[src/lsc_pkg.sv]
package lsc_pkg;

   // Configuration offsets (byte addresses, dword aligned)
   localparam logic [7:0]  LSC_OFS_LEGACY_BASE = 8'h44;
   localparam logic [7:0]  LSC_OFS_SYSCTL      = 8'h80;

   // Reset values
   localparam logic [31:0] LSC_LEGACY_RESET    = 32'h0000_0001;
   localparam logic [31:0] LSC_SYSCTL_RESET    = 32'h0044_9060;

   // System control field positions
   localparam int          LSC_SHIFT_HI        = 31;
   localparam int          LSC_SHIFT_LO        = 30;
   localparam int          LSC_TIE_BIT         = 29;
   localparam int          LSC_RSVD_BIT        = 28;
   localparam int          LSC_CLKSRC_BIT      = 27;
   localparam int          LSC_ROUTE_BIT       = 26;
   localparam int          LSC_FLAG_BIT        = 25;
   localparam int          LSC_ENABLE_BIT      = 24;
   localparam int          LSC_UPPER_LANE      = 3;
   localparam int          LSC_LOW_BITS        = 24;

   // Legacy window: index at base, data at base plus one
   localparam logic [31:0] LSC_DATA_STEP       = 32'h0000_0001;

   // Function that owns the global bits
   localparam logic        LSC_GLOBAL_FUNC     = 1'b0;

   // Internal oscillator half period, in clk cycles
   localparam int          LSC_OSC_HALF_DEF    = 4;

   // Interrupt slot positions in the serial stream
   typedef enum logic [1:0] {
      LSC_SLOT_A = 2'b00,
      LSC_SLOT_B = 2'b01,
      LSC_SLOT_C = 2'b10,
      LSC_SLOT_D = 2'b11
   } lsc_slot_e;

endpackage

[src/lsc_slot_map.sv]
`timescale 1ns/100ps
module lsc_slot_map
   import lsc_pkg::*;
(
   // Clock and reset
   input  wire logic       clk,
   input  wire logic       rst,
   // Configuration
   input  wire lsc_slot_e  slot_shift,
   input  wire logic       line_tie,
   // Internal interrupt sources
   input  wire logic       src_first,
   input  wire logic       src_second,
   // Slot levels in the serial stream
   output logic [3:0]      slot_req_q
);

   logic       line_first;    // Level sent as the first line
   logic       line_second;   // Level sent as the second line
   logic [1:0] second_pos;    // Slot that follows the first
   logic [3:0] slot_req_d;    // Next slot levels

   // Tie folds both sources onto the first line
   always_comb begin
      line_first  = line_tie ? (src_first | src_second) : src_first;
      line_second = line_tie ? 1'b0 : src_second;
      second_pos  = 2'(slot_shift + 2'd1);
      slot_req_d  = '0;
      slot_req_d[slot_shift] = line_first;
      slot_req_d[second_pos] = slot_req_d[second_pos] | line_second;
   end

   // Registered so the stream serializer sees clean levels
   always_ff @(posedge clk or posedge rst) begin
      if (rst) begin
         slot_req_q <= '0;
      end else begin
         slot_req_q <= slot_req_d;
      end
   end

endmodule

[src/lsc_top.sv]
`timescale 1ns/100ps
// Summary of operation
// - Base decodes index, base plus one data
// - Base placed anywhere in I/O, word aligned
// - Base bit 0 reads one, read-only
// - One legacy base shared by both functions
// - Global control bits single copy, function 0
// - Slot shift places two lines in stream
// - Tie merges both sources onto first line
// - Reserved bit 28 always reads zero
// - Bit 27 selects external or internal clock
// - Power write raises IRQ2 or status change
// - Per-socket flag set on enabled power write, W1C
// - Enabled power write pulses management interrupt
module lsc_top
   import lsc_pkg::*;
#(
   parameter int OSC_HALF = LSC_OSC_HALF_DEF   // Internal oscillator half period
)
(
   // Clock and reset
   input  wire logic        clk,
   input  wire logic        rst,
   // Configuration access
   input  wire logic        cfg_wr,
   input  wire logic        cfg_rd,
   input  wire logic        cfg_func,
   input  wire logic [7:0]  cfg_offset,
   input  wire logic [3:0]  cfg_be,
   input  wire logic [31:0] cfg_wdata,
   output logic [31:0]      cfg_rdata_q,
   output logic             cfg_rvalid_q,
   // I/O address decode
   input  wire logic        io_valid,
   input  wire logic [31:0] io_addr,
   output logic             io_index_hit,
   output logic             io_data_hit,
   // Socket power writes, one bit per socket
   input  wire logic [1:0]  power_wr,
   // Power write interrupts
   output logic             irq2_pulse_q,
   output logic [1:0]       card_status_change_q,
   output logic             system_management_interrupt_q,
   // Internal interrupt sources and stream slots
   input  wire logic        int_src_first,
   input  wire logic        int_src_second,
   output logic [3:0]       slot_req_q,
   // Power switch clock pin
   input  wire logic        psw_clk_in,
   output logic             psw_clk_out_q,
   output logic             psw_clk_oe_n,
   output logic             psw_clk_tick_q
);

   // Oscillator counter must hold the half period
   if (OSC_HALF < 1 || OSC_HALF > 255) begin : g_chk
      $error("OSC_HALF out of range");
   end

   logic [31:0] legacy_base_q;     // Shared legacy base, one copy
   logic [1:0]  slot_shift_q;      // Global slot shift
   logic        line_tie_q;        // Global interrupt tie
   logic        clk_source_q;      // Global clock source select
   logic        event_route_q;     // Shared route select
   logic        event_enable_q;    // Global management enable
   logic [1:0]  event_flag_q;      // Per-socket event flags
   logic        wr_legacy;         // Write strobe, legacy base
   logic        wr_sysctl;         // Write strobe, system control
   logic        wr_upper;          // Upper byte written
   logic        wr_global;         // Global bits may change
   logic [31:0] base_view;         // Base as software reads it
   logic [31:0] read_mux;          // Combinational read value

   // Decode used by both write and read paths
   function automatic logic hit(input logic [7:0] ofs, input logic [7:0] want);
      hit = (ofs == want);
   endfunction

   // Register write strobes
   always_comb begin
      wr_legacy = cfg_wr && hit(cfg_offset, LSC_OFS_LEGACY_BASE);
      wr_sysctl = cfg_wr && hit(cfg_offset, LSC_OFS_SYSCTL);
      wr_upper  = wr_sysctl && cfg_be[LSC_UPPER_LANE];
      wr_global = wr_upper && (cfg_func == LSC_GLOBAL_FUNC);
   end

   // Legacy base; function number plays no part
   always_ff @(posedge clk or posedge rst) begin
      if (rst) begin
         legacy_base_q <= LSC_LEGACY_RESET;
      end else if (wr_legacy) begin
         for (int b = 0; b < 4; b++) begin
            if (cfg_be[b]) begin
               legacy_base_q[b*8 +: 8] <= cfg_wdata[b*8 +: 8];
            end
         end
      end
   end

   // Bit 0 is forced, so the stored bit is never seen
   assign base_view = {legacy_base_q[31:1], LSC_LEGACY_RESET[0]};

   // I/O decode of the index/data pair
   always_comb begin
      io_index_hit = io_valid && (io_addr == {base_view[31:1], 1'b0});
      io_data_hit  = io_valid &&
                     (io_addr == ({base_view[31:1], 1'b0} + LSC_DATA_STEP));
   end

   // Global control bits, function 0 only
   always_ff @(posedge clk or posedge rst) begin
      if (rst) begin
         slot_shift_q   <= LSC_SYSCTL_RESET[LSC_SHIFT_HI:LSC_SHIFT_LO];
         line_tie_q     <= LSC_SYSCTL_RESET[LSC_TIE_BIT];
         clk_source_q   <= LSC_SYSCTL_RESET[LSC_CLKSRC_BIT];
         event_enable_q <= LSC_SYSCTL_RESET[LSC_ENABLE_BIT];
      end else if (wr_global) begin
         slot_shift_q   <= cfg_wdata[LSC_SHIFT_HI:LSC_SHIFT_LO];
         line_tie_q     <= cfg_wdata[LSC_TIE_BIT];
         clk_source_q   <= cfg_wdata[LSC_CLKSRC_BIT];
         event_enable_q <= cfg_wdata[LSC_ENABLE_BIT];
      end
   end

   // Route bit is shared but writable from either function
   always_ff @(posedge clk or posedge rst) begin
      if (rst) begin
         event_route_q <= LSC_SYSCTL_RESET[LSC_ROUTE_BIT];
      end else if (wr_upper) begin
         event_route_q <= cfg_wdata[LSC_ROUTE_BIT];
      end
   end

   // Per-socket flags; a set in the clear cycle wins
   always_ff @(posedge clk or posedge rst) begin
      if (rst) begin
         event_flag_q <= '0;
      end else begin
         for (int s = 0; s < 2; s++) begin
            if (event_enable_q && power_wr[s]) begin
               event_flag_q[s] <= 1'b1;
            end else if (wr_upper && cfg_func == 1'(s) && cfg_wdata[LSC_FLAG_BIT]) begin
               event_flag_q[s] <= 1'b0;
            end
         end
      end
   end

   // Power write interrupt pulses
   always_ff @(posedge clk or posedge rst) begin
      if (rst) begin
         irq2_pulse_q                  <= 1'b0;
         card_status_change_q          <= '0;
         system_management_interrupt_q <= 1'b0;
      end else begin
         irq2_pulse_q         <= (|power_wr) && !event_route_q;
         card_status_change_q <= event_route_q ? power_wr : 2'b00;
         system_management_interrupt_q <= (|power_wr) && event_enable_q;
      end
   end

   // Read mux; the flag shown is the reading function's socket
   always_comb begin
      read_mux = '0;
      if (hit(cfg_offset, LSC_OFS_LEGACY_BASE)) begin
         read_mux = base_view;
      end else if (hit(cfg_offset, LSC_OFS_SYSCTL)) begin
         read_mux = LSC_SYSCTL_RESET;   // Lower bits live elsewhere
         read_mux[LSC_SHIFT_HI:LSC_SHIFT_LO] = slot_shift_q;
         read_mux[LSC_TIE_BIT]    = line_tie_q;
         read_mux[LSC_RSVD_BIT]   = 1'b0;
         read_mux[LSC_CLKSRC_BIT] = clk_source_q;
         read_mux[LSC_ROUTE_BIT]  = event_route_q;
         read_mux[LSC_FLAG_BIT]   = event_flag_q[cfg_func];
         read_mux[LSC_ENABLE_BIT] = event_enable_q;
      end
   end

   // Read data answered one cycle after the request
   always_ff @(posedge clk or posedge rst) begin
      if (rst) begin
         cfg_rdata_q  <= '0;
         cfg_rvalid_q <= 1'b0;
      end else begin
         cfg_rvalid_q <= cfg_rd;
         if (cfg_rd) begin
            cfg_rdata_q <= read_mux;
         end
      end
   end

   // Interrupt slot placement
   lsc_slot_map u_slot_map (
      .clk        (clk),
      .rst        (rst),
      .slot_shift (lsc_slot_e'(slot_shift_q)),
      .line_tie   (line_tie_q),
      .src_first  (int_src_first),
      .src_second (int_src_second),
      .slot_req_q (slot_req_q)
   );

   // Power switch clock: divider stands in for the ring oscillator
   logic [7:0] osc_cnt_q;      // Half period counter
   logic       ext_sync1_q;    // Pin synchroniser, first stage
   logic       ext_sync2_q;    // Pin synchroniser, second stage
   logic       ext_prev_q;     // Previous synced level
   logic       osc_rise;       // Internal clock rising this cycle

   assign osc_rise = (osc_cnt_q == 8'(OSC_HALF - 1)) && !psw_clk_out_q;

   always_ff @(posedge clk or posedge rst) begin
      if (rst) begin
         osc_cnt_q     <= '0;
         psw_clk_out_q <= 1'b0;
      end else if (!clk_source_q || (wr_global && !cfg_wdata[LSC_CLKSRC_BIT])) begin
         osc_cnt_q     <= '0;
         psw_clk_out_q <= 1'b0;
      end else if (osc_cnt_q == 8'(OSC_HALF - 1)) begin
         osc_cnt_q     <= '0;
         psw_clk_out_q <= !psw_clk_out_q;
      end else begin
         osc_cnt_q <= 8'(osc_cnt_q + 8'd1);
      end
   end

   // Pin is driven only when the internal source is chosen
   assign psw_clk_oe_n = !clk_source_q;

   // External clock is sampled through two flops
   always_ff @(posedge clk or posedge rst) begin
      if (rst) begin
         ext_sync1_q <= 1'b0;
         ext_sync2_q <= 1'b0;
         ext_prev_q  <= 1'b0;
      end else begin
         ext_sync1_q <= psw_clk_in;
         ext_sync2_q <= ext_sync1_q;
         ext_prev_q  <= ext_sync2_q;
      end
   end

   // Tick that advances the power switch state machine
   always_ff @(posedge clk or posedge rst) begin
      if (rst) begin
         psw_clk_tick_q <= 1'b0;
      end else begin
         psw_clk_tick_q <= clk_source_q ? osc_rise : (ext_sync2_q && !ext_prev_q);
      end
   end

   // Checks
   property p_base_bit0;
      @(posedge clk) disable iff (rst) cfg_rvalid_q && $past(cfg_rd) &&
         $past(cfg_offset) == LSC_OFS_LEGACY_BASE |-> cfg_rdata_q[0];
   endproperty
   a_base_bit0: assert property (p_base_bit0) else $error("base bit0 not one");

   property p_rsvd;
      @(posedge clk) disable iff (rst) cfg_rvalid_q && $past(cfg_offset) == LSC_OFS_SYSCTL
         |-> !cfg_rdata_q[LSC_RSVD_BIT];
   endproperty
   a_rsvd: assert property (p_rsvd) else $error("reserved bit set");

   property p_data_hit;
      @(posedge clk) disable iff (rst) io_data_hit |-> io_addr[0] && !io_index_hit;
   endproperty
   a_data_hit: assert property (p_data_hit) else $error("data port decode wrong");

   property p_func1_global;
      @(posedge clk) disable iff (rst) cfg_wr && cfg_func && !power_wr[0] ##1 1
         |-> $stable(line_tie_q) && $stable(slot_shift_q) && $stable(event_enable_q);
   endproperty
   a_func1_global: assert property (p_func1_global) else $error("func1 changed global");

   property p_shared_base;
      @(posedge clk) disable iff (rst) wr_legacy && cfg_be == 4'hF
         |=> legacy_base_q[31:1] == $past(cfg_wdata[31:1]);
   endproperty
   a_shared_base: assert property (p_shared_base) else $error("base write lost");

   property p_smi;
      @(posedge clk) disable iff (rst) (|power_wr) && event_enable_q
         |=> system_management_interrupt_q;
   endproperty
   a_smi: assert property (p_smi) else $error("management pulse missing");

   property p_flag_set;
      @(posedge clk) disable iff (rst) power_wr[1] && event_enable_q |=> event_flag_q[1];
   endproperty
   a_flag_set: assert property (p_flag_set) else $error("flag not set");

   property p_route;
      @(posedge clk) disable iff (rst) power_wr[0] && event_route_q
         |=> card_status_change_q[0] && !irq2_pulse_q;
   endproperty
   a_route: assert property (p_route) else $error("route wrong");

   property p_clk_oe;
      @(posedge clk) disable iff (rst) !clk_source_q |-> psw_clk_oe_n && !psw_clk_out_q;
   endproperty
   a_clk_oe: assert property (p_clk_oe) else $error("pin driven on external");

   property p_tie;
      @(posedge clk) disable iff (rst) line_tie_q && !int_src_first && int_src_second
         && $stable(line_tie_q) && $stable(slot_shift_q)
         |=> slot_req_q[$past(slot_shift_q)] && $countones(slot_req_q) == 1;
   endproperty
   a_tie: assert property (p_tie) else $error("tie not folded");

   c_smi:   cover property (@(posedge clk) disable iff (rst) system_management_interrupt_q);
   c_tie:   cover property (@(posedge clk) disable iff (rst) line_tie_q && |slot_req_q);
   c_iodat: cover property (@(posedge clk) disable iff (rst) io_data_hit);
   c_osc:   cover property (@(posedge clk) disable iff (rst) clk_source_q && psw_clk_tick_q);

endmodule

[config.mk]
export PLATFORM = sky130hd
export DESIGN_NAME = lsc_top
export DESIGN_NICKNAME = d
export VERILOG_FILES = /design/src/lsc_pkg.sv /design/src/lsc_slot_map.sv /design/src/lsc_top.sv
export SDC_FILE = /design/constraint.sdc
export NUM_CORES = 1
export LEC_CHECK = 0
export CAP_MARGIN = 30
export CELL_PAD_IN_SITES_DETAIL_PLACEMENT = 1
export CELL_PAD_IN_SITES_GLOBAL_PLACEMENT = 1
export CORE_ASPECT_RATIO = 1.25
export CORE_MARGIN = 4
export CORE_UTILIZATION = 53
export CTS_CLUSTER_DIAMETER = 100
export DETAILED_ROUTE_END_ITERATION = 12
export DONT_BUFFER_PORTS = 1
export GPL_TIMING_DRIVEN = 1
export PLACE_DENSITY = 0.91
export SETUP_SLACK_MARGIN = 0.1
export SLEW_MARGIN = 10
export SYNTH_ARGS = -nofsm -noshare
export SYNTH_HDL_FRONTEND = slang
export SYNTH_SLANG_ARGS = --single-unit
[constraint.sdc]
create_clock -name clk -period 4.9 [get_ports clk]
set_input_delay 0.98 -clock clk [delete_from_list [all_inputs] [get_ports clk]]
set_output_delay 0.98 -clock clk [all_outputs]
set_load 0.05 [all_outputs]
# Yosys cells after proc, flatten, opt, wreduce, memory -nomap -nowiden
# Cells that the tools add are included.
# word_totals
register_bits,94
inputBits,87
output_inout_bits,46
elab_cells,95
# op_classes
n_addsub,3
order_cmp,5
eq_ne,5
mux,23
bitwise_logic,4
n_reduce_logical,32
# op_table
cell,n
$eq 32x32->1,2
$mux 32,2
$add 32x1->32 const B,1
$logic_and 1x1->1,18
$mux 8,2
$mux 1,14
$add 8x1->8 const B,1
$eq 8x2->1 const B,1
$eq 8x7->1 const B,1
$eq 8x8->1 const B,1
$reduce_and 2->1,4
$lt 2x3->1 const B,2
$reduce_bool 2->1,3
$logic_not 1->1,5
$and 4x4->4,1
$bwmux 4,1
$demux 1 s2,2
$ge 2x1->1 const B,2
$add 2x1->2 const B,1
$bmux 1 s2,1
$lt 1x2->1 const B,1
$mux 2,1
$or 1x1->1,2
$reduce_or 2->1,1
other kinds (2),2

# Logic depth before layout (Yosys ltp)
# Gate-level depths: netlist of run 1.
# logic_depth
word_depth,9
depth_mapped,6
mapped_depth_nobuf,5

# Cells and area by module
# A second synthesis of run 1 with hierarchy kept.
# unflattened
hier_cells,312
area_unflattened_um2,4112.7
# modules_own_cells
mod,n_inst,cells_per_inst,area_per_inst_um2,seq_area_each_um2
lsc_top,1,282,3834.9,2227.1
lsc_slot_map,1,30,277.8,100.1

# Least setup slack after synthesis of run 1
# OpenSTA, ideal clock, no wires.
# synth_timing
path_type,input -> output
start,in io_addr[12]
end,out io_data_hit
t_arrival_ns,2.782
required_ns,3.920
slack_ns,1.138
stages,4
path_buffers,0
cell_sequence,xnor2_1 nand4_1 or4_1 nor3_1
# synth_between
elab_chain_cells,2
# synth_lines
element,line,rtl
"start, declared",lsc_top.sv:35,"input wire logic [31:0] io_addr,"
$eq 32x32->1,lsc_top.sv:107,"(io_addr == ({base_view[31:1], 1'b0} + LSC_DATA_STEP));"
$logic_and 1x1->1,lsc_top.sv:106,io_data_hit = io_valid &&
"end, declared",lsc_top.sv:37,"output logic io_data_hit,"
# Every way passes these cells.

# Final worst setup path of run 1
# layout_timing
start,in io_addr[21]
end,out io_index_hit
# layout_between
elab_chain_cells,2
# layout_lines
element,line,rtl
$eq 32x32->1,lsc_top.sv:105,"io_index_hit = io_valid && (io_addr == {base_view[31:1], 1'b0});"
$logic_and 1x1->1,lsc_top.sv:105,
"end, declared",lsc_top.sv:36,"output logic io_index_hit,"
# Every way passes these cells.

==> results of run 1 <==
cell families after synthesis:
kind of cell               count (synthesis)
DFF                                       93
and+or+nand+nor                           70
AOI/OAI and AO/OA                         47
xor gates and xnor gates                  38
muxes                                     38
buffers and inverters                     20
adders and majority gates                  5
Yosys cell counts, types with 6 or more instances:
master,n
dfrtp_1,93
nand2_1,8
inv_1,10
nor2b_1,8
nand3_1,7
nand4_1,6
a221o_1,13
nor4_1,8
nor2_1,13
a22o_1,18
xor2_1,22
mux2_2,37
xnor2_1,16
nor3_1,6
final cells by class:
cell class / count / area (um2) / share of cell area [%]
well taps: 92 / 115 / 2.64
multi-input cells: 198 / 1620 / 37.1
flip-flops and latches: 93 / 2330 / 53.4
inverters: 11 / 43.8 / 1.00
clock buffers: 13 / 149 / 3.42
clock inverters: 3 / 68.8 / 1.58
repair buffers: 5 / 37.5 / 0.861
path summary, 6_finish.rpt:
| kind | depth (start not counted) | to | from | slack [ns] |
|---|---|---|---|---|
| max | 4 | io_index_hit | io_addr[21] | 1.32 |
| min | 0 | ext_prev_q$_DFF_PP0_ | ext_sync2_q$_DFF_PP0_ | 0.38 |
| max reg2reg | 5 | u_slot_map.slot_req_q[1]$_DFF_PP0_ | slot_shift_q[0]$_DFFE_PP0P_ | 3.11 |
| min reg2reg | 0 | ext_prev_q$_DFF_PP0_ | ext_sync2_q$_DFF_PP0_ | 0.38 |
| max in group asynchronous | 2 | event_flag_q[0]$_DFFE_PP0P_ | rst | 3.32 |
| min in group asynchronous | 1 | cfg_rdata_q[20]$_DFFE_PP0P_ | rst | 0.56 |
power by group through the flow:
stage	registers, uW	clock network (uW)	logic [uW]
6_report	803	561	62.9
5_1_grt	805	604	70.3
4_1_cts	803	572	64.4
3_5_place_dp	819	0	64.2
3_3_place_gp	817	0	60.2
2_1_floorplan	815	0	48.1
per-stage QoR:
stage          power, uW  instances  area (um2)  worst slack, ns  utilization, %
2_1_floorplan        863        311        4020             1.14               -
3_3_place_gp         877        399        4140             1.32            55.9
3_5_place_dp         883        399        4140             1.32            55.9
4_1_cts             1440        415        4360             1.31            58.9
5_1_grt             1480        415        4360             1.25            58.9
6_report            1430        415        4360             1.32            58.9
registers in the layout, indices dropped and copies added (netlist names), 2 cells and up:
name	count
card_status_change_q	2
cfg_rdata_q	32
event_flag_q	2
legacy_base_q	31
osc_cnt_q	8
slot_shift_q	2
u_slot_map.slot_req_q	4
metal layers:
layer,GRT usage [%],routed length (um),vias up,part of all wire (%)
met2,40.1,5410,101,53
met1,25.3,3720,1303,37
met3,7.90,800,15,7.9
li1,-,-,1131,-
met5,0,0,-,0
met4,7.92,204,0,2.0
==> metrics.md, run 1 <==
| Metric | Value |
|---|---|
| WS Path Type | primary input to output port |
| Worst slew pin tran | ~0.85 ns |
| Layout fillers | 730 |
| Reg clk slew, reported paths | approximately 0.090 ns |
| Worst path max stage delay | slightly below 0.7 ns |
| Setup Fix Bufs, Post-CTS | 0 |
| Avg Cell Area, Syn | 12.9 um2 |
| # hold bufs at CTS | 0 |
| Xor/xnor share of the synthesized area | 8.27% |
| H-tree depth | 3 |
| Main combinational cell family by area after synthesis | multiplexers |
| Vias per cell | 6.14 |
| Hpwl dp | 7770 um |
| Arr. time, crit path | about 2.6 ns |
| Routed wire length | between 10000 and 15000 um |
| Setup TNS | 0 ns |
| Share of layout cells above drive strength 1 | 18.9% |
| Commonest non-fill, non-tap cell in the layout | dfrtp_1 |
| Most frequent cells in the layout | dfrtp_1, mux2_2, xor2_1 |
| Total number of vias | 2550 |
| Count of buffers from port buffering | 0 |
| Clock sinks | 93 |
| Final slew viol count | 0 |
| Final hold slack | about 0.38 ns |
| Final setup violation count | 0 |
| First drt pass iteration count | 4 |
| Sequential power share | between 50% and 60% |
| Mux cell area share after synthesis | 10.9% |
| Post-cts resize count | 0 |
| I/O pin count | ~130 |
| DRC violations left | 0 |
| Number of global-route vias before repair | 2907 |
| Die H | 105 um |
| Crit-path max FO | 2 |
| DR iter-0 viols | 112 |
| Placer congestion estimate | 0.771 |
| Largest net degree at the start of global routing | between 40 and 50 |
| WP data required | 3.92 ns |
| Fin crit share | 73.1% |
| GR Overflow Total | 0 |
| Peak Freq | 0.279 GHz |
| Critical path, cell by cell | xnor2_1 > nand4_1 > or4_1 > nor3_2 |
| Switch Pwr | roughly 320 uW |
| Leading post-synthesis cells by cell area | dfrtp_1, mux2_2, xor2_1 |
| Slowest cell on the critical path | nor3_2 |
| Clk_skew | 0.00918 ns |
| Post-synthesis compound-gate area fraction | 9.70% |
| Clock Tree Buf Depth | 2 |
| Proportion of power drawn by combinational gates | 4.4% |
| Post-synth EDFFs | 0 |
| Cell family with most CP delay | simple AND/OR/NAND/NOR gates |
| Sw Share | ~22% |
| Total track usage | a little under a quarter |
| Hold/Removal Path Class | flip-flop to flip-flop |
| Routed len/inst | roughly 24 um |
| Final Net Count | just over 400 |
| Element type at the critical path end | output port |
| Part of the Yosys area used for sequential elements | 57.8% |
| Min Tclk post-route | 3.58 ns |
| Area share of the largest cell type after synthesis | 57.8% |
| Adder-Cell Fraction of Synth Area | between 1.5 and 2% |
| Detail Route Antenna Nets | 0 |
| ANT cells | 0 |
| Biggest area consumer among synthesized cells | dfrtp_1 |
| TritonCTS clock tree | yes |
| Yosys Warn Count | 0 |
| Async SR Flop Fraction | 100% |
| Netlist cell types | 35 |
| Rows | 35 |
| Initial antenna violation count | 0 |
| CTS Buf Count | 9 |
| Flops & latches, synth | 93 |
| Status | complete, no violations |
| Core box area | 7400 um2 |
| Synth Area in Simple Gates | 9.61% |
| Netlist Area Pre-Place | about 4000 um2 |
| Worst vdd ir | between 0.15 and 0.2 mV |
| Starting Density | a little over half |
| Post-Syn Nets | 403 |
| CP Launch Type | primary input |
| Root buf cell | clkbuf_8 |
| Crit path buf inv count | 0 |
| Post-Syn Instances | 311 |
| Clock insertion delay at the later pin of the skew report | 0.35 ns |
| First-pass GRT wire length | 15800 um |
| Clk pwr share | 39.3% |
| Final hold viol count | 0 |
| MaxCap Viol Count | 0 |
| Most used DFF post-synth | dfrtp_1 |
| Slew headroom | between 40% and 50% |
| Die width | 85.9 um |
| P_leak | 0.00207 uW |
| Pwr dens | 327 nW/um2 |
| Area grow syn2layout | 8.30% |
| Die area | 9060 um2 |
| RSZ-0062 raised after global routing | no |
| Power Internal | 1110 uW |
Note: power is estimated with default switching activity, not from simulation.
==> run 2: changes to the inputs <==
--- a/config.mk
+++ b/config.mk
@@ -10,12 +10,12 @@
 export CELL_PAD_IN_SITES_GLOBAL_PLACEMENT = 1
 export CORE_ASPECT_RATIO = 1.25
 export CORE_MARGIN = 4
-export CORE_UTILIZATION = 53
+export CORE_UTILIZATION = 49
 export CTS_CLUSTER_DIAMETER = 100
 export DETAILED_ROUTE_END_ITERATION = 12
 export DONT_BUFFER_PORTS = 1
 export GPL_TIMING_DRIVEN = 1
-export PLACE_DENSITY = 0.91
+export PLACE_DENSITY = 0.85
 export SETUP_SLACK_MARGIN = 0.1
 export SLEW_MARGIN = 10
 export SYNTH_ARGS = -nofsm -noshare
==> constraint.sdc (replaced) <==
create_clock -name clk -period 3.55 [get_ports clk]
set_input_delay 0.71 -clock clk [delete_from_list [all_inputs] [get_ports clk]]
set_output_delay 0.71 -clock clk [all_outputs]
set_load 0.05 [all_outputs]
==> run 2 against run 1 <==
  * Register-to-register slack lost 1.4 ns
  * Die area increased by 7.5%
  * Hold slack got worse by 0.020 ns
  * Global-route usage shrank 1.0 points
  * Critical path depth rose by 1
  * Clock power rose by 54%
  * Setup slack got worse by 0.61 ns
  * Critical endpoint is now io_data_hit
  * Combinational power increased by 37%
  * Cell count grew 1.2%
  * Sequential power up 38%
==> metrics.md, run 2 (synthesis results as in run 1) <==
| Metric | Value |
|---|---|
| Status | complete, no violations (unchanged) |
| Crit-path max FO | 3 (was 2) |
| DR iter-0 viols | 65 (was 112) |
| # hold bufs at CTS | 0 (unchanged) |
| Pwr dens | 465 nW/um2 (was 327 nW/um2) |
| Post-cts resize count | 0 (unchanged) |
| Total power | 2060 uW (was 1430 uW) |
| TritonCTS clock tree | yes (unchanged) |
| Routed wire length | 9980 um (was 10100 um) |
| Worst flop-to-flop path startpoint | slot_shift_q[0]$_DFFE_PP0P_ (unchanged) |
| Share of layout cells above drive strength 1 | 20.0% (was 18.9%) |
| Clock sinks | 93 (unchanged) |
| Initial antenna violation count | 0 (unchanged) |
| Setup TNS | 0 ns (unchanged) |
| Area grow syn2layout | 9.86% (was 8.30%) |
| Number of global-route vias before repair | 2892 (was 2907) |
| Setup Fix Bufs, Post-CTS | 0 (unchanged) |
| ANT cells | 0 (unchanged) |
| Element type at the critical path end | output port (unchanged) |
| Placer congestion estimate | 0.814 (was 0.771) |
| Layout fillers | 770 (was 730) |
| Reg-to-Reg End | u_slot_map.slot_req_q[3]$_DFF_PP0_ (was u_slot_map.slot_req_q[1]$_DFF_PP0_) |
| CP Launch Type | flip-flop (was primary input) |
| Starting Density | 51.0% (was 54.4%) |
| Top reg by flops | cfg_rdata_q (unchanged) |
| Count of buffers from port buffering | 0 (unchanged) |
| Final Net Count | 413 (was 410) |
| First-pass GRT wire length | 15600 um (was 15800 um) |
| Min Tclk post-route | ~2.8 ns |
| Rows | 36 (was 35) |
| Most frequent cells in the layout | dfrtp_1, mux2_2, xor2_1 (unchanged) |
| Die area | 9730 um2 (was 9060 um2) |
| Final setup violation count | 0 (unchanged) |
| Worst slew pin tran | 0.620 ns (was 0.855 ns) |
| Hold EP | ext_sync2_q$_DFF_PP0_ (was ext_prev_q$_DFF_PP0_) |
| Arr. time, crit path | 2.13 ns (was 2.60 ns) |
| Max FFs per register | 32 (unchanged) |
| Hpwl dp | 7440 um (was 7770 um) |
| H-tree depth | 3 (unchanged) |
| Total number of vias | 2571 (was 2550) |
| Final slew viol count | 0 (unchanged) |
| First drt pass iteration count | 4 (unchanged) |
| Reg2Reg Depth | 5 (unchanged) |
| Slew headroom | 58.3% (was 42.7%) |
| Die H | 109 um (was 105 um) |
| I/O pin count | 133 (unchanged) |
| Worst vdd ir | 0.227 mV (was 0.194 mV) |
| RSZ-0062 raised after global routing | no (unchanged) |
| Top Registers | cfg_rdata_q: 32 flops, legacy_base_q: 31 flops, osc_cnt_q: 8 flops (unchanged) |
| Hold/Removal Path Class | flip-flop to flip-flop (unchanged) |
| P_leak | 0.00211 uW (was 0.00207 uW) |
| Root buf cell | clkbuf_8 (unchanged) |
| WP data required | 2.84 ns (was 3.92 ns) |
| Vias per cell | 6.12 (was 6.14) |
| Routed len/inst | 23.8 um (was 24.4 um) |
| Total track usage | 21.8% (was 22.9%) |
| Detail Route Antenna Nets | 0 (unchanged) |
| Die width | 89.1 um (was 85.9 um) |
| GR Overflow Total | 0 (unchanged) |
| Final hold viol count | 0 (unchanged) |
| WS Path Type | flip-flop to output port (was primary input to output port) |
| Worst hold path depth | 0 (unchanged) |
| Setup slack, reg-to-reg | 1.75 ns (was 3.11 ns) |
| DRC violations left | 0 (unchanged) |
| Register area | 2330 um2 (unchanged) |
| CTS Buf Count | 9 (unchanged) |
| Fin crit share | 80.0% |
| MaxCap Viol Count | 0 (unchanged) |
| Clk_skew | 0.00365 ns (was 0.00918 ns) |
| Core box area | 7880 um2 (was 7400 um2) |
| Area of the multi-input gates | 1610 um2 (was 1620 um2) |
| Clock Tree Buf Depth | 2 (unchanged) |
| Reg clk slew, reported paths | 0.09 ns (about the same) |
| Worst hold start | ext_sync1_q$_DFF_PP0_ (was ext_sync2_q$_DFF_PP0_) |
| Largest net degree at the start of global routing | 49 (unchanged) |
| Clock insertion delay at the later pin of the skew report | 0.36 ns (was 0.35 ns) |
| Peak Freq | roughly 0.35 GHz |
| Commonest non-fill, non-tap cell in the layout | dfrtp_1 (unchanged) |
[run 2: cell type report]
type	count	area share, %
clock buffers	11	3.42
clock inverters	4	2.15
inverters	11	0.991
multi-input cells	198	36.5
flip-flops and latches	93	52.6
well taps	95	2.69
repair buffers	8	1.64
[run 2: report_power, final]
part	internal [uW]	total [uW]	switching (uW)
registers	1080	1110	30.9
logic	34.8	86.1	51.3
clock network	501	863	362
[run 2: layer usage]
metal	part of all wire [%]	GRT usage [%]	up-vias
met3	9.1	8.47	13
met1	37	24.9	1323
li1	-	-	1141
met2	52	37.2	94
met4	1.6	7.66	0
met5	0	0	-
[run 2: worst max-delay path by stage]
| stage | startpoint | end | slack [ns] | cells past startpoint |
|---|---|---|---|---|
| 2_1_floorplan | io_addr[12] | io_data_hit | 0.33 | 4 |
| 3_3_place_gp | cfg_offset[5] | legacy_base_q[20]$_DFFE_PP0P_ | 0.73 | 4 |
| 3_5_place_dp | cfg_offset[5] | slot_shift_q[1]$_DFFE_PP0P_ | 0.72 | 4 |
| 4_1_cts | legacy_base_q[10]$_DFFE_PP0P_ | io_data_hit | 0.68 | 5 |
| 5_1_grt | legacy_base_q[25]$_DFFE_PP0P_ | io_index_hit | 0.63 | 5 |
| 6_report | legacy_base_q[10]$_DFFE_PP0P_ | io_data_hit | 0.71 | 5 |
[run 2: worst max-delay path: stages (launching register included)]
cell and delay [ns]:
dfrtp_1 0.42, xnor2_1 0.26, nand4_1 0.13, or4_1 0.54, nor3_1 0.19, buf_4 0.23
[run 2: metrics by stage]
step / util [%] / hold slack, ns / area (um2) / worst slack (ns) / instances
finish: 56.1 / 0.359 / 4420 / 0.709 / 420
global route: 56.1 / 0.344 / 4420 / 0.627 / 420
CTS: 56.1 / 0.350 / 4420 / 0.676 / 420
detailed placement: 53.0 / 0.344 / 4170 / 0.721 / 405
global placement: 53.0 / 0.335 / 4170 / 0.735 / 405
floorplan: - / 0.331 / 4020 / 0.328 / 311
==> run 3: changes to the inputs <==
--- a/config.mk
+++ b/config.mk
@@ -10,12 +10,12 @@
 export CELL_PAD_IN_SITES_GLOBAL_PLACEMENT = 1
 export CORE_ASPECT_RATIO = 1.25
 export CORE_MARGIN = 4
-export CORE_UTILIZATION = 49
+export CORE_UTILIZATION = 44
 export CTS_CLUSTER_DIAMETER = 100
 export DETAILED_ROUTE_END_ITERATION = 12
 export DONT_BUFFER_PORTS = 1
 export GPL_TIMING_DRIVEN = 1
-export PLACE_DENSITY = 0.85
+export PLACE_DENSITY = 0.81
 export SETUP_SLACK_MARGIN = 0.1
 export SLEW_MARGIN = 10
 export SYNTH_ARGS = -nofsm -noshare
==> constraint.sdc (replaced) <==
create_clock -name clk -period 2.6 [get_ports clk]
set_input_delay 0.52 -clock clk [delete_from_list [all_inputs] [get_ports clk]]
set_output_delay 0.52 -clock clk [all_outputs]
set_load 0.05 [all_outputs]
==> run 3 against run 2 <==
  * Total power grew 46%
  * Global-route usage down 1.4 points
  * Non-clock buffer count rose by 11
  * Via count increased by 2.0%
  * First-iteration DRC count down 9.2%
  * Count of clock-buffer cells in the layout down 1
  * Design area rose by 5.5%
  * Flip-flop and latch count unchanged
  * Sequential share of layout area shrank 2.7 points
  * Clock skew up 0.0027 ns
  * Die area increased by 10%
  * Cell count is 8.8% higher
  * Critical endpoint unchanged
  * Largest cell class unchanged
  * Largest power group unchanged
==> metrics.md, run 3 (synthesis results as in run 1) <==
| Metric | Value |
|---|---|
| Share of layout cells above drive strength 1 | 25.8% (was 20.0%) |
| Reg clk slew, reported paths | 0.09 ns (about the same) |
| Power Internal | 2390 uW (was 1610 uW) |
| Worst slack, placed | 0.0912 ns (was 0.721 ns) |
| Root buf cell | clkbuf_8 (unchanged) |
| Sequential power share | 50.4% (was 53.8%) |
| Detail Route Antenna Nets | 0 (unchanged) |
| Die H | 115 um (was 109 um) |
| Pwr dens | 644 nW/um2 (was 465 nW/um2) |
| Final setup violation count | 0 (unchanged) |
| WP data required | 2.08 ns (was 2.84 ns) |
| Worst path max stage delay | 0.58 ns (was 0.54 ns) |
| Reg2Reg Depth | 5 (unchanged) |
| DR iter-0 viols | 59 (was 65) |
| Switch Pwr | 617 uW (was 444 uW) |
| Arr. time, crit path | 2.01 ns (was 2.13 ns) |
| Critical path, cell by cell | xnor2_2 > nand4_1 > or4_4 > nor3_2 > buf_6 (was xnor2_1 > nand4_1 > or4_1 > nor3_1 > buf_4) |
| Element type at the critical path end | output port (unchanged) |
| CP Launch Type | flip-flop (unchanged) |
| Final slew viol count | 0 (unchanged) |
| Clk pwr share | 45.2% (was 42.0%) |
| Max FFs per register | 32 (unchanged) |
| Routed wire length | 10500 um (was 9980 um) |
| P_leak | 0.00221 uW (was 0.00211 uW) |
| Hpwl dp | 7520 um (was 7440 um) |
| Worst vdd ir | 0.431 mV (was 0.227 mV) |
| Min Tclk post-route | 2.53 ns |
| Commonest non-fill, non-tap cell in the layout | dfrtp_1 (unchanged) |
| Placed Area | 4250 um2 (was 4170 um2) |
| Post-route cell area | 4660 um2 (was 4420 um2) |
| Slack of the critical path | 0.0736 ns (was 0.709 ns) |
| Setup slack, reg-to-reg | 0.70 ns (was 1.75 ns) |
| Final hold viol count | 0 (unchanged) |
| Peak Freq | 0.396 GHz |
| Total number of vias | 2623 (was 2571) |
| First-pass GRT wire length | 16400 um (was 15600 um) |
| Fin crit share | 97.2% |
| Worst flop-to-flop path startpoint | slot_shift_q[0]$_DFFE_PP0P_ (unchanged) |
| TritonCTS clock tree | yes (unchanged) |
| WS Path Type | flip-flop to output port (unchanged) |
| Clock Tree Buf Depth | 2 (unchanged) |
| Register area | 2330 um2 (about the same) |
| Slew headroom | 61.7% (was 58.3%) |
| Largest net degree at the start of global routing | 94 (was 49) |
| Die area | 10700 um2 (was 9730 um2) |
| Reg-to-Reg End | u_slot_map.slot_req_q[2]$_DFF_PP0_ (was u_slot_map.slot_req_q[3]$_DFF_PP0_) |
| RSZ-0062 raised after global routing | yes (was no) |
| ANT cells | 0 (unchanged) |
| CTS Buf Count | 9 (unchanged) |
| Starting Density | 45.7% (was 51.0%) |
| Worst slew pin tran | 0.569 ns (was 0.620 ns) |
| GR Overflow Total | 0 (unchanged) |
| Most frequent cells in the layout | dfrtp_1, mux2_2, xor2_1 (unchanged) |
| Clock sinks | 93 (unchanged) |
| Clock insertion delay at the later pin of the skew report | 0.35 ns (was 0.36 ns) |
| Crit-path max FO | 2 (was 3) |
| Area grow syn2layout | 15.9% (was 9.86%) |
| Vias per cell | 5.74 (was 6.12) |
| Slowest cell on the critical path | or4_4 (was or4_1) |
| Final Net Count | 424 (was 413) |
| Die width | 93.5 um (was 89.1 um) |
| Total track usage | 20.5% (was 21.8%) |
| Hold/Removal Path Class | primary input to async pin (was flip-flop to flip-flop) |
| Sw Share | 20.5% (was 21.6%) |
| Area of the multi-input gates | 1670 um2 (was 1610 um2) |
| Routed len/inst | 23.1 um (was 23.8 um) |
| Top Registers | cfg_rdata_q: 32 flops, legacy_base_q: 31 flops, osc_cnt_q: 8 flops (unchanged) |
| First drt pass iteration count | 4 (unchanged) |
| DRC violations left | 0 (unchanged) |
| Final hold slack | 0.167 ns (was 0.359 ns) |
| H-tree depth | 3 (unchanged) |
| Util after Layout | 53.0% (was 56.1%) |
| Proportion of power drawn by combinational gates | 4.4% (was 4.2%) |
| MaxCap Viol Count | 0 (unchanged) |
| I/O pin count | 133 (unchanged) |
| Layout fillers | 886 (was 770) |
| Count of buffers from port buffering | 0 (unchanged) |
| Number of global-route vias before repair | 3086 (was 2892) |
| Rows | 38 (was 36) |
| Total power | 3000 uW (was 2060 uW) |
| Top reg by flops | cfg_rdata_q (unchanged) |
| Core box area | 8800 um2 (was 7880 um2) |
| Status | complete, no violations (unchanged) |
| Placer congestion estimate | 0.744 (was 0.814) |
| Clk_skew | 0.00635 ns (was 0.00365 ns) |
| Initial antenna violation count | 0 (unchanged) |
run 3: timing repair:
| item | in CTS | in global routing |
|---|---|---|
| gates cloned | 0 | 0 |
| pin swaps | 6 | 1 |
| gates resized for setup | 10 | 2 |
| setup endpoints to repair | 2 | 2 |
| hold buffers | 0 | 0 |
| buffers inserted | 6 | 1 |
run 3: routing by layer:
layer  wire length, um  up-vias  GRT usage [%]
met4                95        0           5.39
li1                  -     1162              -
met2              5630       95           37.7
met3               905       10           8.31
met5                 0        -              0
met1              3910     1356           21.5
run 3: how the worst max path moves through the flow:
stage,start,to,cells after the start
6_report,legacy_base_q[3]$_DFFE_PP0P_,io_data_hit,5
5_1_grt,legacy_base_q[29]$_DFFE_PP0P_,io_index_hit,5
4_1_cts,legacy_base_q[3]$_DFFE_PP0P_,io_index_hit,5
3_5_place_dp,cfg_offset[5],clk_source_q$_DFFE_PP0P_,4
3_3_place_gp,cfg_offset[5],event_enable_q$_DFFE_PP0P_,4
2_1_floorplan,io_addr[12],io_data_hit,4
run 3: layout make-up:
cell class / instances / share of cell area [%]
clock buffer: 10 / 2.95
clock inverter: 6 / 3.38
inverter: 11 / 0.966
multi-input combinational: 198 / 35.8
sequential: 93 / 49.9
tap: 120 / 3.22
timing repair buffer: 19 / 3.76
run 3: worst max-delay path: cells and delay by family, from the launching register on:
| family | cells | cell delay, ns |
|---|---|---|
| XOR/XNOR | 1 | 0.20 |
| flip-flops | 1 | 0.41 |
| buffers and inverters | 1 | 0.19 |
| AND/OR/NAND/NOR | 3 | 0.85 |
run 3: stage by stage:
step / instances / TNS [ns]
final: 457 / 0
after floorplan: 311 / -0.484
after global placement: 434 / 0
after global routing: 457 / -0.0520
after CTS: 456 / 0
after detailed placement: 434 / 0
run 3: power by group through the flow:
stage,sequential [uW],clock (uW),combinational (uW)
final,1510,1360,131
after global routing,1520,1460,147
after CTS,1510,1390,134
after detailed placement,1540,0,124
after global placement,1540,0,119
after floorplan,1540,0,91.0
